===== src/common/vic_consts.svh =====
// register offsets, field positions and reset values of the vectored interrupt controller
`ifndef VIC_CONSTS_SVH
`define VIC_CONSTS_SVH
`define VIC_ADDR_W         12
`define VIC_OFF_MODE_BASE  12'h000
`define VIC_OFF_MODE_LAST  12'h07C
`define VIC_OFF_VEC_BASE   12'h080
`define VIC_OFF_VEC_LAST   12'h0FC
`define VIC_OFF_IVR        12'h100
`define VIC_OFF_FVR        12'h104
`define VIC_OFF_CUR        12'h108
`define VIC_OFF_PEND       12'h10C
`define VIC_OFF_MASK       12'h110
`define VIC_OFF_CORE       12'h114
`define VIC_OFF_IEN        12'h120
`define VIC_OFF_IDIS       12'h124
`define VIC_OFF_ICLR       12'h128
`define VIC_OFF_ISET       12'h12C
`define VIC_OFF_EOI        12'h130
`define VIC_OFF_SPU        12'h134
`define VIC_OFF_DBG        12'h138
`define VIC_OFF_FFEN       12'h140
`define VIC_OFF_FFDIS      12'h144
`define VIC_OFF_FFST       12'h148
`define VIC_DBG_PROTECT_BIT_BIT   0
`define VIC_DBG_GENERAL_OUTPUT_MASK_BIT   1
`define VIC_PRIO_LSB       0
`define VIC_PRIO_MSB       2
`define VIC_TYPE_LSB       5
`define VIC_TYPE_MSB       6
`define VIC_MODE_RESET     7'h00
`define VIC_VEC_RESET      32'h0000_0000
`define VIC_NONE_PRIO      4'h0
`endif


===== src/common/vic_pkg.sv =====
// shared types of the vectored interrupt controller
package vic_pkg;
   typedef logic [2:0] vic_prio_t;
   typedef logic [1:0] vic_type_t;
   typedef logic [4:0] vic_src_t;
endpackage


===== src/vic_source.sv =====
// one interrupt source: edge/level detection and pending bit
`timescale 1ns/1ps
`default_nettype none
module vic_source #(
   parameter bit EXTERNAL = 1'b0
) (
   input  wire logic             ref_clk_in,
   input  wire logic             srst_in,
   input  wire logic             src_in,
   input  wire vic_pkg::vic_type_t type_in,
   input  wire logic             set_in,
   input  wire logic             clr_in,
   output logic                  pending_out
);
   logic sync1;
   logic sync2;
   logic prev;
   logic edge_reg;
   wire  edge_mode = type_in[0];
   wire  hi_active = EXTERNAL ? type_in[1] : 1'b1;
   wire  active    = hi_active ? sync2 : ~sync2;
   wire  prev_act  = hi_active ? prev : ~prev;
   wire  edge_hit  = active & ~prev_act;
   // reset value of the external line shows through the level path
   assign pending_out = edge_mode ? edge_reg : (active | edge_reg);

   // prev tracks the pin through reset, so no false edge follows release
   always_ff @(posedge ref_clk_in) begin
      sync1 <= src_in;
      sync2 <= sync1;
      prev  <= sync2;
   end

   always_ff @(posedge ref_clk_in) begin
      if (srst_in) begin
         edge_reg <= 1'b0;
      end else begin
         // set wins over clear
         if ((edge_mode & edge_hit) | set_in)
            edge_reg <= 1'b1;
         else if (clr_in)
            edge_reg <= 1'b0;
      end
   end
endmodule // vic_source
`default_nettype wire


===== src/vic_prio_stack.sv =====
// priority stack: holds the current level and source per nesting depth
`timescale 1ns/1ps
`default_nettype none
module vic_prio_stack #(
   parameter int DEPTH = 8
) (
   input  wire logic              ref_clk_in,
   input  wire logic              srst_in,
   input  wire logic              push_in,
   input  wire logic              pop_in,
   input  wire vic_pkg::vic_prio_t push_prio_in,
   input  wire vic_pkg::vic_src_t  push_src_in,
   output logic                   active_out,
   output vic_pkg::vic_prio_t     top_prio_out,
   output vic_pkg::vic_src_t      top_src_out
);
   vic_pkg::vic_prio_t prio_mem [DEPTH];
   vic_pkg::vic_src_t  src_mem  [DEPTH];
   logic [3:0]         level;
   wire  [3:0]         top_idx = level - 4'h1;

   assign active_out   = (level != 4'h0);
   assign top_prio_out = active_out ? prio_mem[top_idx[2:0]] : 3'h0;
   assign top_src_out  = active_out ? src_mem[top_idx[2:0]] : 5'h00;

   // full stack drops further pushes; empty stack ignores pops
   always_ff @(posedge ref_clk_in) begin
      if (srst_in) begin
         level <= 4'h0;
      end else if (push_in && level < 4'(DEPTH)) begin
         prio_mem[level[2:0]] <= push_prio_in;
         src_mem[level[2:0]]  <= push_src_in;
         level <= level + 4'h1;
      end else if (pop_in && active_out) begin
         level <= level - 4'h1;
      end
   end
endmodule // vic_prio_stack
`default_nettype wire


===== src/vic_top.sv =====
// vectored interrupt controller: register file, arbitration, vector readout
//
// The strobed register port is this design's own decision.
`timescale 1ns/1ps
`default_nettype none
`include "vic_consts.svh"
module vic_top #(
   parameter int    NUM_SRC   = 32,
   parameter int    EXT_FIRST = 29,
   parameter int    STACK_D   = 8
) (
   input  wire logic        ref_clk_in,
   input  wire logic        srst_in,
   input  wire logic [11:0] addr_in,
   input  wire logic [31:0] wdata_in,
   input  wire logic        wr_in,
   input  wire logic        rd_in,
   output logic      [31:0] rdata_out,
   input  wire logic [31:0] src_in,
   output logic             normal_request_n_out,
   output logic             fast_request_n_out,
   output logic             wake_out
);
   logic [6:0]  mode  [NUM_SRC];
   logic [31:0] vecs  [NUM_SRC];
   logic [31:0] spurious_vector;
   logic [1:0]  debug_control;
   logic [31:0] enable_mask;
   logic [31:0] ff_status;
   logic [31:0] pending;
   logic        rec_valid;
   logic [4:0]  rec_src;
   logic [2:0]  rec_prio;
   logic        protect_bit_armed;
   logic        stk_active;
   vic_pkg::vic_prio_t stk_prio;
   vic_pkg::vic_src_t  stk_src;
   logic        core_irq;
   logic        core_fiq;

   // address decode; only the low 12 bits reach us, giving a 4 KB window
   wire in_mode  = addr_in <= `VIC_OFF_MODE_LAST;
   wire in_vec   = addr_in >= `VIC_OFF_VEC_BASE && addr_in <= `VIC_OFF_VEC_LAST;
   wire [4:0] idx = addr_in[6:2];
   function automatic logic hit(input logic [11:0] off);
      return addr_in == off;
   endfunction
   wire wr_ivr   = wr_in & hit(`VIC_OFF_IVR);
   wire rd_ivr   = rd_in & hit(`VIC_OFF_IVR);
   wire rd_fvr   = rd_in & hit(`VIC_OFF_FVR);
   wire wr_eoi   = wr_in & hit(`VIC_OFF_EOI);
   wire wr_ien   = wr_in & hit(`VIC_OFF_IEN);
   wire wr_idis  = wr_in & hit(`VIC_OFF_IDIS);
   wire wr_iclr  = wr_in & hit(`VIC_OFF_ICLR);
   wire wr_iset  = wr_in & hit(`VIC_OFF_ISET);
   wire wr_ffen  = wr_in & hit(`VIC_OFF_FFEN);
   wire wr_ffdis = wr_in & hit(`VIC_OFF_FFDIS);
   wire protect_bit     = debug_control[`VIC_DBG_PROTECT_BIT_BIT];
   wire general_output_mask     = debug_control[`VIC_DBG_GENERAL_OUTPUT_MASK_BIT];

   // arbitration over enabled pending normal sources
   wire [31:0] live = pending & enable_mask;
   wire [31:0] norm_cand = live & ~ff_status & 32'hFFFF_FFFE;
   logic       best_valid;
   logic [4:0] best_src;
   logic [2:0] best_prio;
   always_comb begin
      best_valid = 1'b0;
      best_src   = 5'h00;
      best_prio  = 3'h0;
      // lower index wins a tie between equal priorities
      for (int i = NUM_SRC - 1; i >= 1; i--) begin
         if (norm_cand[i] &&
             (!best_valid || mode[i][`VIC_PRIO_MSB:`VIC_PRIO_LSB] >= best_prio)) begin
            best_valid = 1'b1;
            best_src   = 5'(i);
            best_prio  = mode[i][`VIC_PRIO_MSB:`VIC_PRIO_LSB];
         end
      end
   end
   wire above_cur = best_valid && (!stk_active || best_prio > stk_prio);
   wire fiq_live  = live[0] | |(live & ff_status);

   // each read computes afresh; in protect mode it only records the result
   wire        ivr_take   = rd_ivr & above_cur;
   wire [31:0] ivr_value  = above_cur ? vecs[best_src] : spurious_vector;
   wire        do_push    = protect_bit ? (wr_ivr & protect_bit_armed) : ivr_take;
   wire [4:0]  push_src   = protect_bit ? rec_src : best_src;
   wire [2:0]  push_prio  = protect_bit ? rec_prio : best_prio;
   // acknowledge clears an edge-triggered source when it is taken
   wire [31:0] ack_vec    = do_push ? (32'h1 << push_src) : 32'h0;
   wire        fiq_ack    = rd_fvr & ~ff_status[0] & mode[0][`VIC_TYPE_LSB];

   assign core_irq = above_cur;
   assign core_fiq = fiq_live;

   genvar g;
   generate
      for (g = 0; g < NUM_SRC; g++) begin : g_src
         wire clr_g = (wr_iclr & wdata_in[g]) |
                      (mode[g][`VIC_TYPE_LSB] & (ack_vec[g] | (g == 0 ? fiq_ack : 1'b0)));
         vic_source #(.EXTERNAL(g == 0 || g >= EXT_FIRST)) u_src (
            .ref_clk_in  (ref_clk_in),
            .srst_in     (srst_in),
            .src_in      (src_in[g]),
            .type_in     (mode[g][`VIC_TYPE_MSB:`VIC_TYPE_LSB]),
            .set_in      (wr_iset & wdata_in[g]),
            .clr_in      (clr_g),
            .pending_out (pending[g])
         );
      end
   endgenerate

   vic_prio_stack #(.DEPTH(STACK_D)) u_stack (
      .ref_clk_in   (ref_clk_in),
      .srst_in      (srst_in),
      .push_in      (do_push),
      .pop_in       (wr_eoi),
      .push_prio_in (push_prio),
      .push_src_in  (push_src),
      .active_out   (stk_active),
      .top_prio_out (stk_prio),
      .top_src_out  (stk_src)
   );

   // mode and vector register writes
   always_ff @(posedge ref_clk_in) begin
      if (srst_in) begin
         for (int i = 0; i < NUM_SRC; i++) begin
            mode[i] <= `VIC_MODE_RESET;
            vecs[i] <= `VIC_VEC_RESET;
         end
      end else if (wr_in && in_mode) begin
         mode[idx] <= {wdata_in[`VIC_TYPE_MSB:`VIC_TYPE_LSB], 2'b00,
                       wdata_in[`VIC_PRIO_MSB:`VIC_PRIO_LSB]};
      end else if (wr_in && in_vec) begin
         vecs[idx] <= wdata_in;
      end
   end

   always_ff @(posedge ref_clk_in) begin
      if (srst_in) begin
         spurious_vector <= `VIC_VEC_RESET;
         debug_control   <= 2'b00;
         enable_mask     <= 32'h0000_0000;
         ff_status       <= 32'h0000_0000;
      end else begin
         if (wr_in && hit(`VIC_OFF_SPU))
            spurious_vector <= wdata_in;
         if (wr_in && hit(`VIC_OFF_DBG))
            debug_control <= wdata_in[1:0];
         if (wr_ien)
            enable_mask <= enable_mask | wdata_in;
         else if (wr_idis)
            enable_mask <= enable_mask & ~wdata_in;
         if (wr_ffen)
            ff_status <= ff_status | (wdata_in & 32'hFFFF_FFFE);
         else if (wr_ffdis)
            ff_status <= ff_status & ~wdata_in;
      end
   end

   // record of the last protect-mode read, consumed by the vector write
   always_ff @(posedge ref_clk_in) begin
      if (srst_in) begin
         protect_bit_armed <= 1'b0;
         rec_src    <= 5'h00;
         rec_prio   <= 3'h0;
      end else if (protect_bit && rd_ivr) begin
         protect_bit_armed <= above_cur;
         rec_src    <= best_src;
         rec_prio   <= best_prio;
      end else if (wr_ivr && protect_bit) begin
         protect_bit_armed <= 1'b0;
      end else if (!protect_bit) begin
         // a read left armed must not be replayed after a mode change
         protect_bit_armed <= 1'b0;
      end
   end

   // current source status follows the stack top, so it moves only on push/pop
   wire [31:0] cur_status = {27'h0, stk_src};
   wire [31:0] core_status = {30'h0, ~normal_request_n_out, ~fast_request_n_out};
   logic [31:0] next_rdata;
   always_comb begin
      next_rdata = 32'h0000_0000;
      if (in_mode)
         next_rdata = {25'h0, mode[idx]};
      else if (in_vec)
         next_rdata = vecs[idx];
      else begin
         case (addr_in)
            `VIC_OFF_IVR:  next_rdata = ivr_value;
            `VIC_OFF_FVR:  next_rdata = fiq_live ? vecs[0] : spurious_vector;
            `VIC_OFF_CUR:  next_rdata = cur_status;
            `VIC_OFF_PEND: next_rdata = pending;
            `VIC_OFF_MASK: next_rdata = enable_mask;
            `VIC_OFF_CORE: next_rdata = core_status;
            `VIC_OFF_SPU:  next_rdata = spurious_vector;
            `VIC_OFF_DBG:  next_rdata = {30'h0, debug_control};
            `VIC_OFF_FFST: next_rdata = ff_status;
            default:       next_rdata = 32'h0000_0000;
         endcase
      end
   end

   always_ff @(posedge ref_clk_in) begin
      if (srst_in) begin
         rdata_out            <= 32'h0000_0000;
         normal_request_n_out <= 1'b1;
         fast_request_n_out   <= 1'b1;
         wake_out             <= 1'b0;
      end else begin
         rdata_out            <= rd_in ? next_rdata : 32'h0000_0000;
         normal_request_n_out <= ~(core_irq & ~general_output_mask);
         fast_request_n_out   <= ~(core_fiq & ~general_output_mask);
         wake_out             <= core_irq | core_fiq;
      end
   end
endmodule // vic_top
`default_nettype wire


===== config.mk =====
export PLATFORM = sky130hd
export DESIGN_NAME = vic_top
export DESIGN_NICKNAME = d
export VERILOG_FILES = /design/src/common/vic_pkg.sv /design/src/vic_source.sv /design/src/vic_prio_stack.sv /design/src/vic_top.sv
export VERILOG_INCLUDE_DIRS = /design/src /design/src/common
export SDC_FILE = /design/constraint.sdc
export NUM_CORES = 2
export LEC_CHECK = 0
export BUFFER_PORTS_ARGS = -buffer_cell sky130_fd_sc_hd__buf_2
export CAP_MARGIN = 30
export CORE_UTILIZATION = 45
export CTS_BUF_LIST = sky130_fd_sc_hd__clkbuf_8
export CTS_CLUSTER_SIZE = 20
export DETAILED_ROUTE_END_ITERATION = 8
export HOLD_SLACK_MARGIN = 0.12
export PLACE_DENSITY_LB_ADDON = 0.15
export RECOVER_POWER = 100
export SLEW_MARGIN = 0
export SYNTH_ARGS = -nofsm -noshare
export SYNTH_HDL_FRONTEND = slang
export SYNTH_SLANG_ARGS = --single-unit

===== constraint.sdc =====
create_clock -name ref_clk_in -period 55 [get_ports ref_clk_in]
set_input_delay 8.25 -clock ref_clk_in [delete_from_list [all_inputs] [get_ports ref_clk_in]]
set_output_delay 8.25 -clock ref_clk_in [all_outputs]
set_load 0.02 [all_outputs]

======== After elaboration in Yosys (flattened, before gate mapping) ========
Memories as Yosys holds them, arrays and structs flattened.
Cells that the tools add are included.
word-level totals
  flip-flop bits (word level) ............. 274
  bits in writable memories ............... 1248
  input bits .............................. 80
  output and inout port bits .............. 35
  word-level logic and storage cells ...... 909
  memories kept ........................... 4
cells by class
  add/sub/neg operators ................... 2
  $lt $le $gt $ge ......................... 35
  equality and inequality tests ........... 17
  shift operators ......................... 1
  multiplexer cells ....................... 235
  bitwise gates (word level) .............. 331
  reduce and logical (&&, ||, !) cells .... 143
memories
  memory            words  width  read ports  clocked after memory_dff  wr ports  RTL line              RTL
  vecs              32     32     3           0                         32        vic_top.sv:25         logic [31:0] vecs [NUM_SRC];
  mode              32     5      33          0                         32        vic_top.sv:24         logic [6:0] mode [NUM_SRC];
  u_stack.src_mem   8      5      1           0                         1         vic_prio_stack.sv:18  vic_pkg::vic_src_t src_mem [DEPTH];
  u_stack.prio_mem  8      3      1           0                         1         vic_prio_stack.sv:17  vic_pkg::vic_prio_t prio_mem [DEPTH];
operators with widths
  cell                                                                                count
  32-bit 2-to-1 mux                                                                   9
  32-bit one-hot mux with 9 select lines                                              1
  12-bit by 9-bit equality test with 1-bit output (second input constant)             16
  5-bit 2-to-1 mux                                                                    36
  1-bit AND                                                                           176
  32-bit AND                                                                          5
  1-bit 2-to-1 mux                                                                    153
  3-bit 2-to-1 mux                                                                    33
  1-bit OR                                                                            99
  3-bit >= comparator                                                                 30
  2-bit nonzero test                                                                  35
  32-bit NOT                                                                          2
  32-bit OR                                                                           2
  32-bit OR reduction                                                                 2
  1-bit NOT                                                                           47
  1-bit logical AND                                                                   40
  1-bit by 5-bit << shifter with 32-bit output (first input constant)                 1
  1-bit logical NOT                                                                   31
  1-bit logical OR                                                                    31
  12-bit by 8-bit >= comparator with 1-bit output (second input constant)             1
  12-bit by 7-bit less-or-equal comparator with 1-bit output (second input constant)  1
  12-bit by 8-bit less-or-equal comparator with 1-bit output (second input constant)  1
  4-bit 2-to-1 mux                                                                    2
  7-bit 2-to-1 mux                                                                    1
  9 further kinds                                                                     9

======== Logic depth before layout (Yosys ltp) ========
  depth in word-level cells ............... 138
  depth in mapped cells ................... 233
  gate-level depth less buffers ........... 225

======== Modules after synthesis ========
Synthesis repeated with hierarchy kept, for this count alone.
unflattened totals
  cell total of the unflattened synthesis .. 7323
  area total of the unflattened synthesis .. 82785.6 um^2
by module, submodules not included
  module                            times used  cells each  area each (um^2)  sequential area each (um^2)
  vic_top                           1           6838        76249.4           38396.8
  vic_source (g_src[10].u_src ...)  28          10          115.1             80.1
  vic_prio_stack                    1           157         2767.7            2001.9
  vic_source (g_src[0].u_src ...)   4           12          136.4             80.1

======== Least setup slack after synthesis ========
Ideal clock, no wire load.
  path type ............................... reg-to-reg
  start ................................... memory mode[31][3] in the netlist's numbering
  end ..................................... memory u_stack.prio_mem[5][0] in the netlist's numbering (enable)
  setup time .............................. 0.398 ns
  data arrival time ....................... 43.080 ns
  required time ........................... 54.602 ns
  path slack .............................. 11.522 ns
  stages on the path, launching flop included .. 211
  path buffers ............................ 8
  period minus slack after synthesis ...... 43.478 ns
  cell sequence ........................... edfxtp_1 nor3b_1 a21o_1 and2_1 ha_1 nand2b_1 a211oi_1 o21a_1 nor2_1 a22o_1 ha_1 nand2b_1 a21o_1 a221o_1 nand2_1 mux2_2 ha_1 nand2b_1 (+175 left out) nand2_1 clkbuf_1 clkbuf_1 clkbuf_1 o221ai_1 o21ai_0 o21ai_1 ha_1 inv_1 a21o_1 a21oi_1 a31oi_1 o22ai_1 nor3_1 a31oi_1 nor2_1 nand2_1 nor4b_1
RTL lines
  element          RTL line
  start, declared  vic_top.sv:24
  end, declared    vic_prio_stack.sv:17

==> run_results.csv <==
group,metric,value,unit
outcome,status,"complete, but fails checks",
outcome,violations,"max-capacitance violations, max-slew violations",
cells_and_area,top_register,"vecs",
flow_run,drv_cap,73,
hold_path,holdPathStages,0,
sta,slew_viol_final,2278,
clocking,cts.sinks,1522,
clocking,cts_buffers,289,
clocking,clockBufferDepth,4,
pwr,p_per_area,28.7,nW/um^2
logic_synthesis,syn-cell-area,82000,um^2
placement,portBuffers,114,
setup_path,critPathMaxFanout,95,
setup_path,r2r_slack,4.84,ns
setup_path,path_class,"reg2reg",
sta,setup_ws,4.84,ns
setup_path,cp-start-kind,"flop",
setup_path,worst_ep_required_time,55.85,ns
logic_synthesis,yosys.area.top_type,"edfxtp_1",
logic_synthesis,synth_edf_count,1248,
clocking,cts.repair.resized,0,
drt,via_count,62450,
setup_path,critPathMaxStageDelay,0.97,ns
sta,max-slew-margin-rel,-232,%
cells_and_area,fill_cells,16001,
logic_synthesis,yosysSeqAreaShare,52.4,%
clocking,cts_tree,"built",
hold_path,hold_path.class,"reg2reg",
cells_and_area,multi_input_area,36600,um^2
setup_path,reg2reg_from,"mode[31][3]$_SDFFCE_PN0P_",
placement,gp_congestion,0.914,
floorplan,die-area,184000,um^2
logic_synthesis,synth_nets,7163,
logic_synthesis,yosys_warnings,0,
sta,rsz0062_at_grt,"false",
setup_path,cp_slowest_cell,"clkbuf_2",
cells_and_area,largest_register_ffs,1024,
drt,routedWlPerCell,33.9,um
clocking,cts_htree_levels,5,
floorplan,die_h,429,um
sta,final.setup.tns,0,ns
setup_path,timing.rr.end,"rdata_out[24]$_SDFF_PP0_",
setup_path,critPathMostFrequentCell,"ha_1",
clocking,clk_pin_slew,0.06,ns
grt,grt.overflow.total,0,
cells_and_area,area_growth,9.62,%
sta,tightest_slew,4.98,ns
placement,dp.final_hpwl,199000,um
floorplan,die_w,429,um
placement,place_ws,7.32,ns
sta,setup_viol,0,
floorplan,coreArea,181000,um^2
setup_path,crit_arrival,51.01,ns
logic_synthesis,ys.flop_type,"edfxtp_1",
sta,period_needed,50.16,ns
hold_path,worstHoldStart,"g_src[22].u_src.sync1$_DFF_P_",
pwr,leakagePower,0.0304,uW
sta,hold_viol_final,0,
grt,antenna_found_initial,31,
setup_path,ff2ff_path_depth,199,
floorplan,initial_core_util,45.3,%
drt,drc,0,
logic_synthesis,netlist_instances,7010,
pwr,vdd_drop_max,0.0000255,V
logic_synthesis,postSynthAreaPerCell,11.7,um^2
clocking,postCtsSetupBuffers,0,
sta,fin_worst_skew,0.0744,ns
floorplan,io-pin-count,115,
cells_and_area,fin_nets,7127,
cells_and_area,regArea,43000,um^2
cells_and_area,layout-drive-gt1-share,15.2,%
drt,dr.pass1.iters,7,
floorplan,row_count,156,
hold_path,holdPathEnd,"g_src[22].u_src.active$_DFF_P_",
drt,drt.antenna.violating_nets,0,
clocking,clock_tree.root_cell,"clkbuf_8",
setup_path,end_kind,"flop",
drt,drt_iter0_drc,8746,
clocking,cts_hold_buf,0,
grt,track_usage,34.6,%
logic_synthesis,ys_seq_elements,1522,
logic_synthesis,synth_area_leaders,"edfxtp_1 (46%), mux4_2 (11%), and2_1 (9.1%)",
sta,post-route-period-util,91.2,%
sta,max_freq,19.9,MHz
drt,detail_route.wirelength,324000,um
grt,grt_pass1_wl,453000,um
pwr,p_total,2580,uW
grt,grt_max_degree,130,
clocking,clk-insertion-delay-late,1.07,ns
logic_synthesis,synth_top_area_share,45.7,%
drt,viasPerCell,6.53,
grt,grt_pass1_vias,60111,
logic_synthesis,synth_cell_types,100,
logic_synthesis,synthArstFlopShare,0,%
## metal layers
metal / wire [um] / GRT usage (%)
met2: 147000 / 53.5
met1: 122000 / 44.7
met3: 36300 / 8.22
met4: 19400 / 19.5
met5: 42 / 0
## through the flow
stage	hold WS, ns	area (um^2)	util, %	instances
floorplan	0.310	82000	-	7010
global placement	0.316	85000	47.0	9044
detailed placement	0.316	85100	47.0	9052
CTS	0.327	90300	49.9	9550
global route	0.327	89900	49.7	9560
finish	0.322	89900	49.7	9567
## synth_stat cells, types with 14 or more instances
cell	number
mux2i_1	241
o2111ai_1	45
and3_1	108
a22o_1	36
nand3_1	252
a211oi_1	73
o221ai_1	43
clkbuf_1	500
nand4_1	14
o22ai_1	35
or3_1	26
inv_1	109
a221oi_1	58
mux2_2	41
edfxtp_1	1248
mux4_2	412
o211ai_1	22
a22oi_1	131
nand2b_1	43
ha_1	73
or2_2	84
a21oi_1	206
o21ai_0	135
buf_1	64
o21a_1	20
nor2_1	336
dfxtp_1	274
a31oi_1	152
and2_1	1198
nor2b_1	30
a21o_1	36
buf_2	41
nor3_1	46
nand2_1	657
## worst max-delay path by stage
stage	end	slack (ns)	from
finish	rdata_out[24]$_SDFF_PP0_	4.84	mode[31][3]$_SDFFCE_PN0P_
CTS	u_stack.src_mem[0][2]$_DFFE_PP_	7.16	mode[31][3]$_SDFFCE_PN0P_
floorplan	u_stack.prio_mem[5][0]$_DFFE_PP_	11.52	mode[31][3]$_SDFFCE_PN0P_
global placement	u_stack.src_mem[5][1]$_DFFE_PP_	7.83	mode[31][3]$_SDFFCE_PN0P_
detailed placement	u_stack.src_mem[0][2]$_DFFE_PP_	7.32	mode[31][3]$_SDFFCE_PN0P_
global route	rdata_out[24]$_SDFF_PP0_	1.48	mode[31][3]$_SDFFCE_PN0P_
## placed cells by master (no fill, tap or decap), types with 37 or more instances in the layout
cell type / n
o221ai_1: 43
and2_1: 686
a221oi_1: 59
a21oi_1: 207
nor2_4: 37
a211oi_1: 74
a31oi_1: 152
dfxtp_1: 274
o2111ai_1: 45
buf_4: 79
or2_2: 46
clkbuf_1: 116
ha_1: 73
edfxtp_1: 1248
mux2i_1: 241
nand2b_1: 43
or2_0: 38
nor2_1: 293
nand3_1: 251
clkbuf_8: 316
o21ai_0: 137
and3_1: 108
buf_2: 71
inv_1: 224
and2_0: 512
a22oi_1: 131
nor3_1: 41
nand2_1: 655
mux4_2: 412
## area by class of cell
type                            instances  area share [%]
Tap cell                             2370            3.30
Multi-Input combinational cell       4767            40.7
Inverter                              111           0.464
Antenna cell                           16          0.0445
Clock buffer                          316            4.84
Clock inverter                        182           0.990
Sequential cell                      1522            47.8
Timing Repair Buffer                  283            1.85
## logic make-up after synthesis
| family | synth area share (%) |
|---|---|
| buf+inv | 3.39 |
| xor+xnor | 0.0733 |
| fa+ha+maj | 1.14 |
| compound gates | 9.67 |
| simple gates | 18.4 |
| mux | 14.9 |
| flops | 52.4 |
## where the power goes
| part | switching [uW] | total [uW] | internal, uW |
|---|---|---|---|
| logic | 122 | 194 | 72.8 |
| clock network | 497 | 1050 | 553 |
| registers | 33.9 | 1330 | 1300 |
## worst max-delay path: cells and delay by family, from the launching register on
| kind | cells | cell delay (ns) |
|---|---|---|
| buf+inv | 10 | 3.27 |
| simple gates | 55 | 9.39 |
| fa+ha+maj | 32 | 8.57 |
| flops | 1 | 0.45 |
| mux | 15 | 5.64 |
| compound gates | 87 | 22.36 |
No activity file was read; power rests on OpenSTA's default activity.
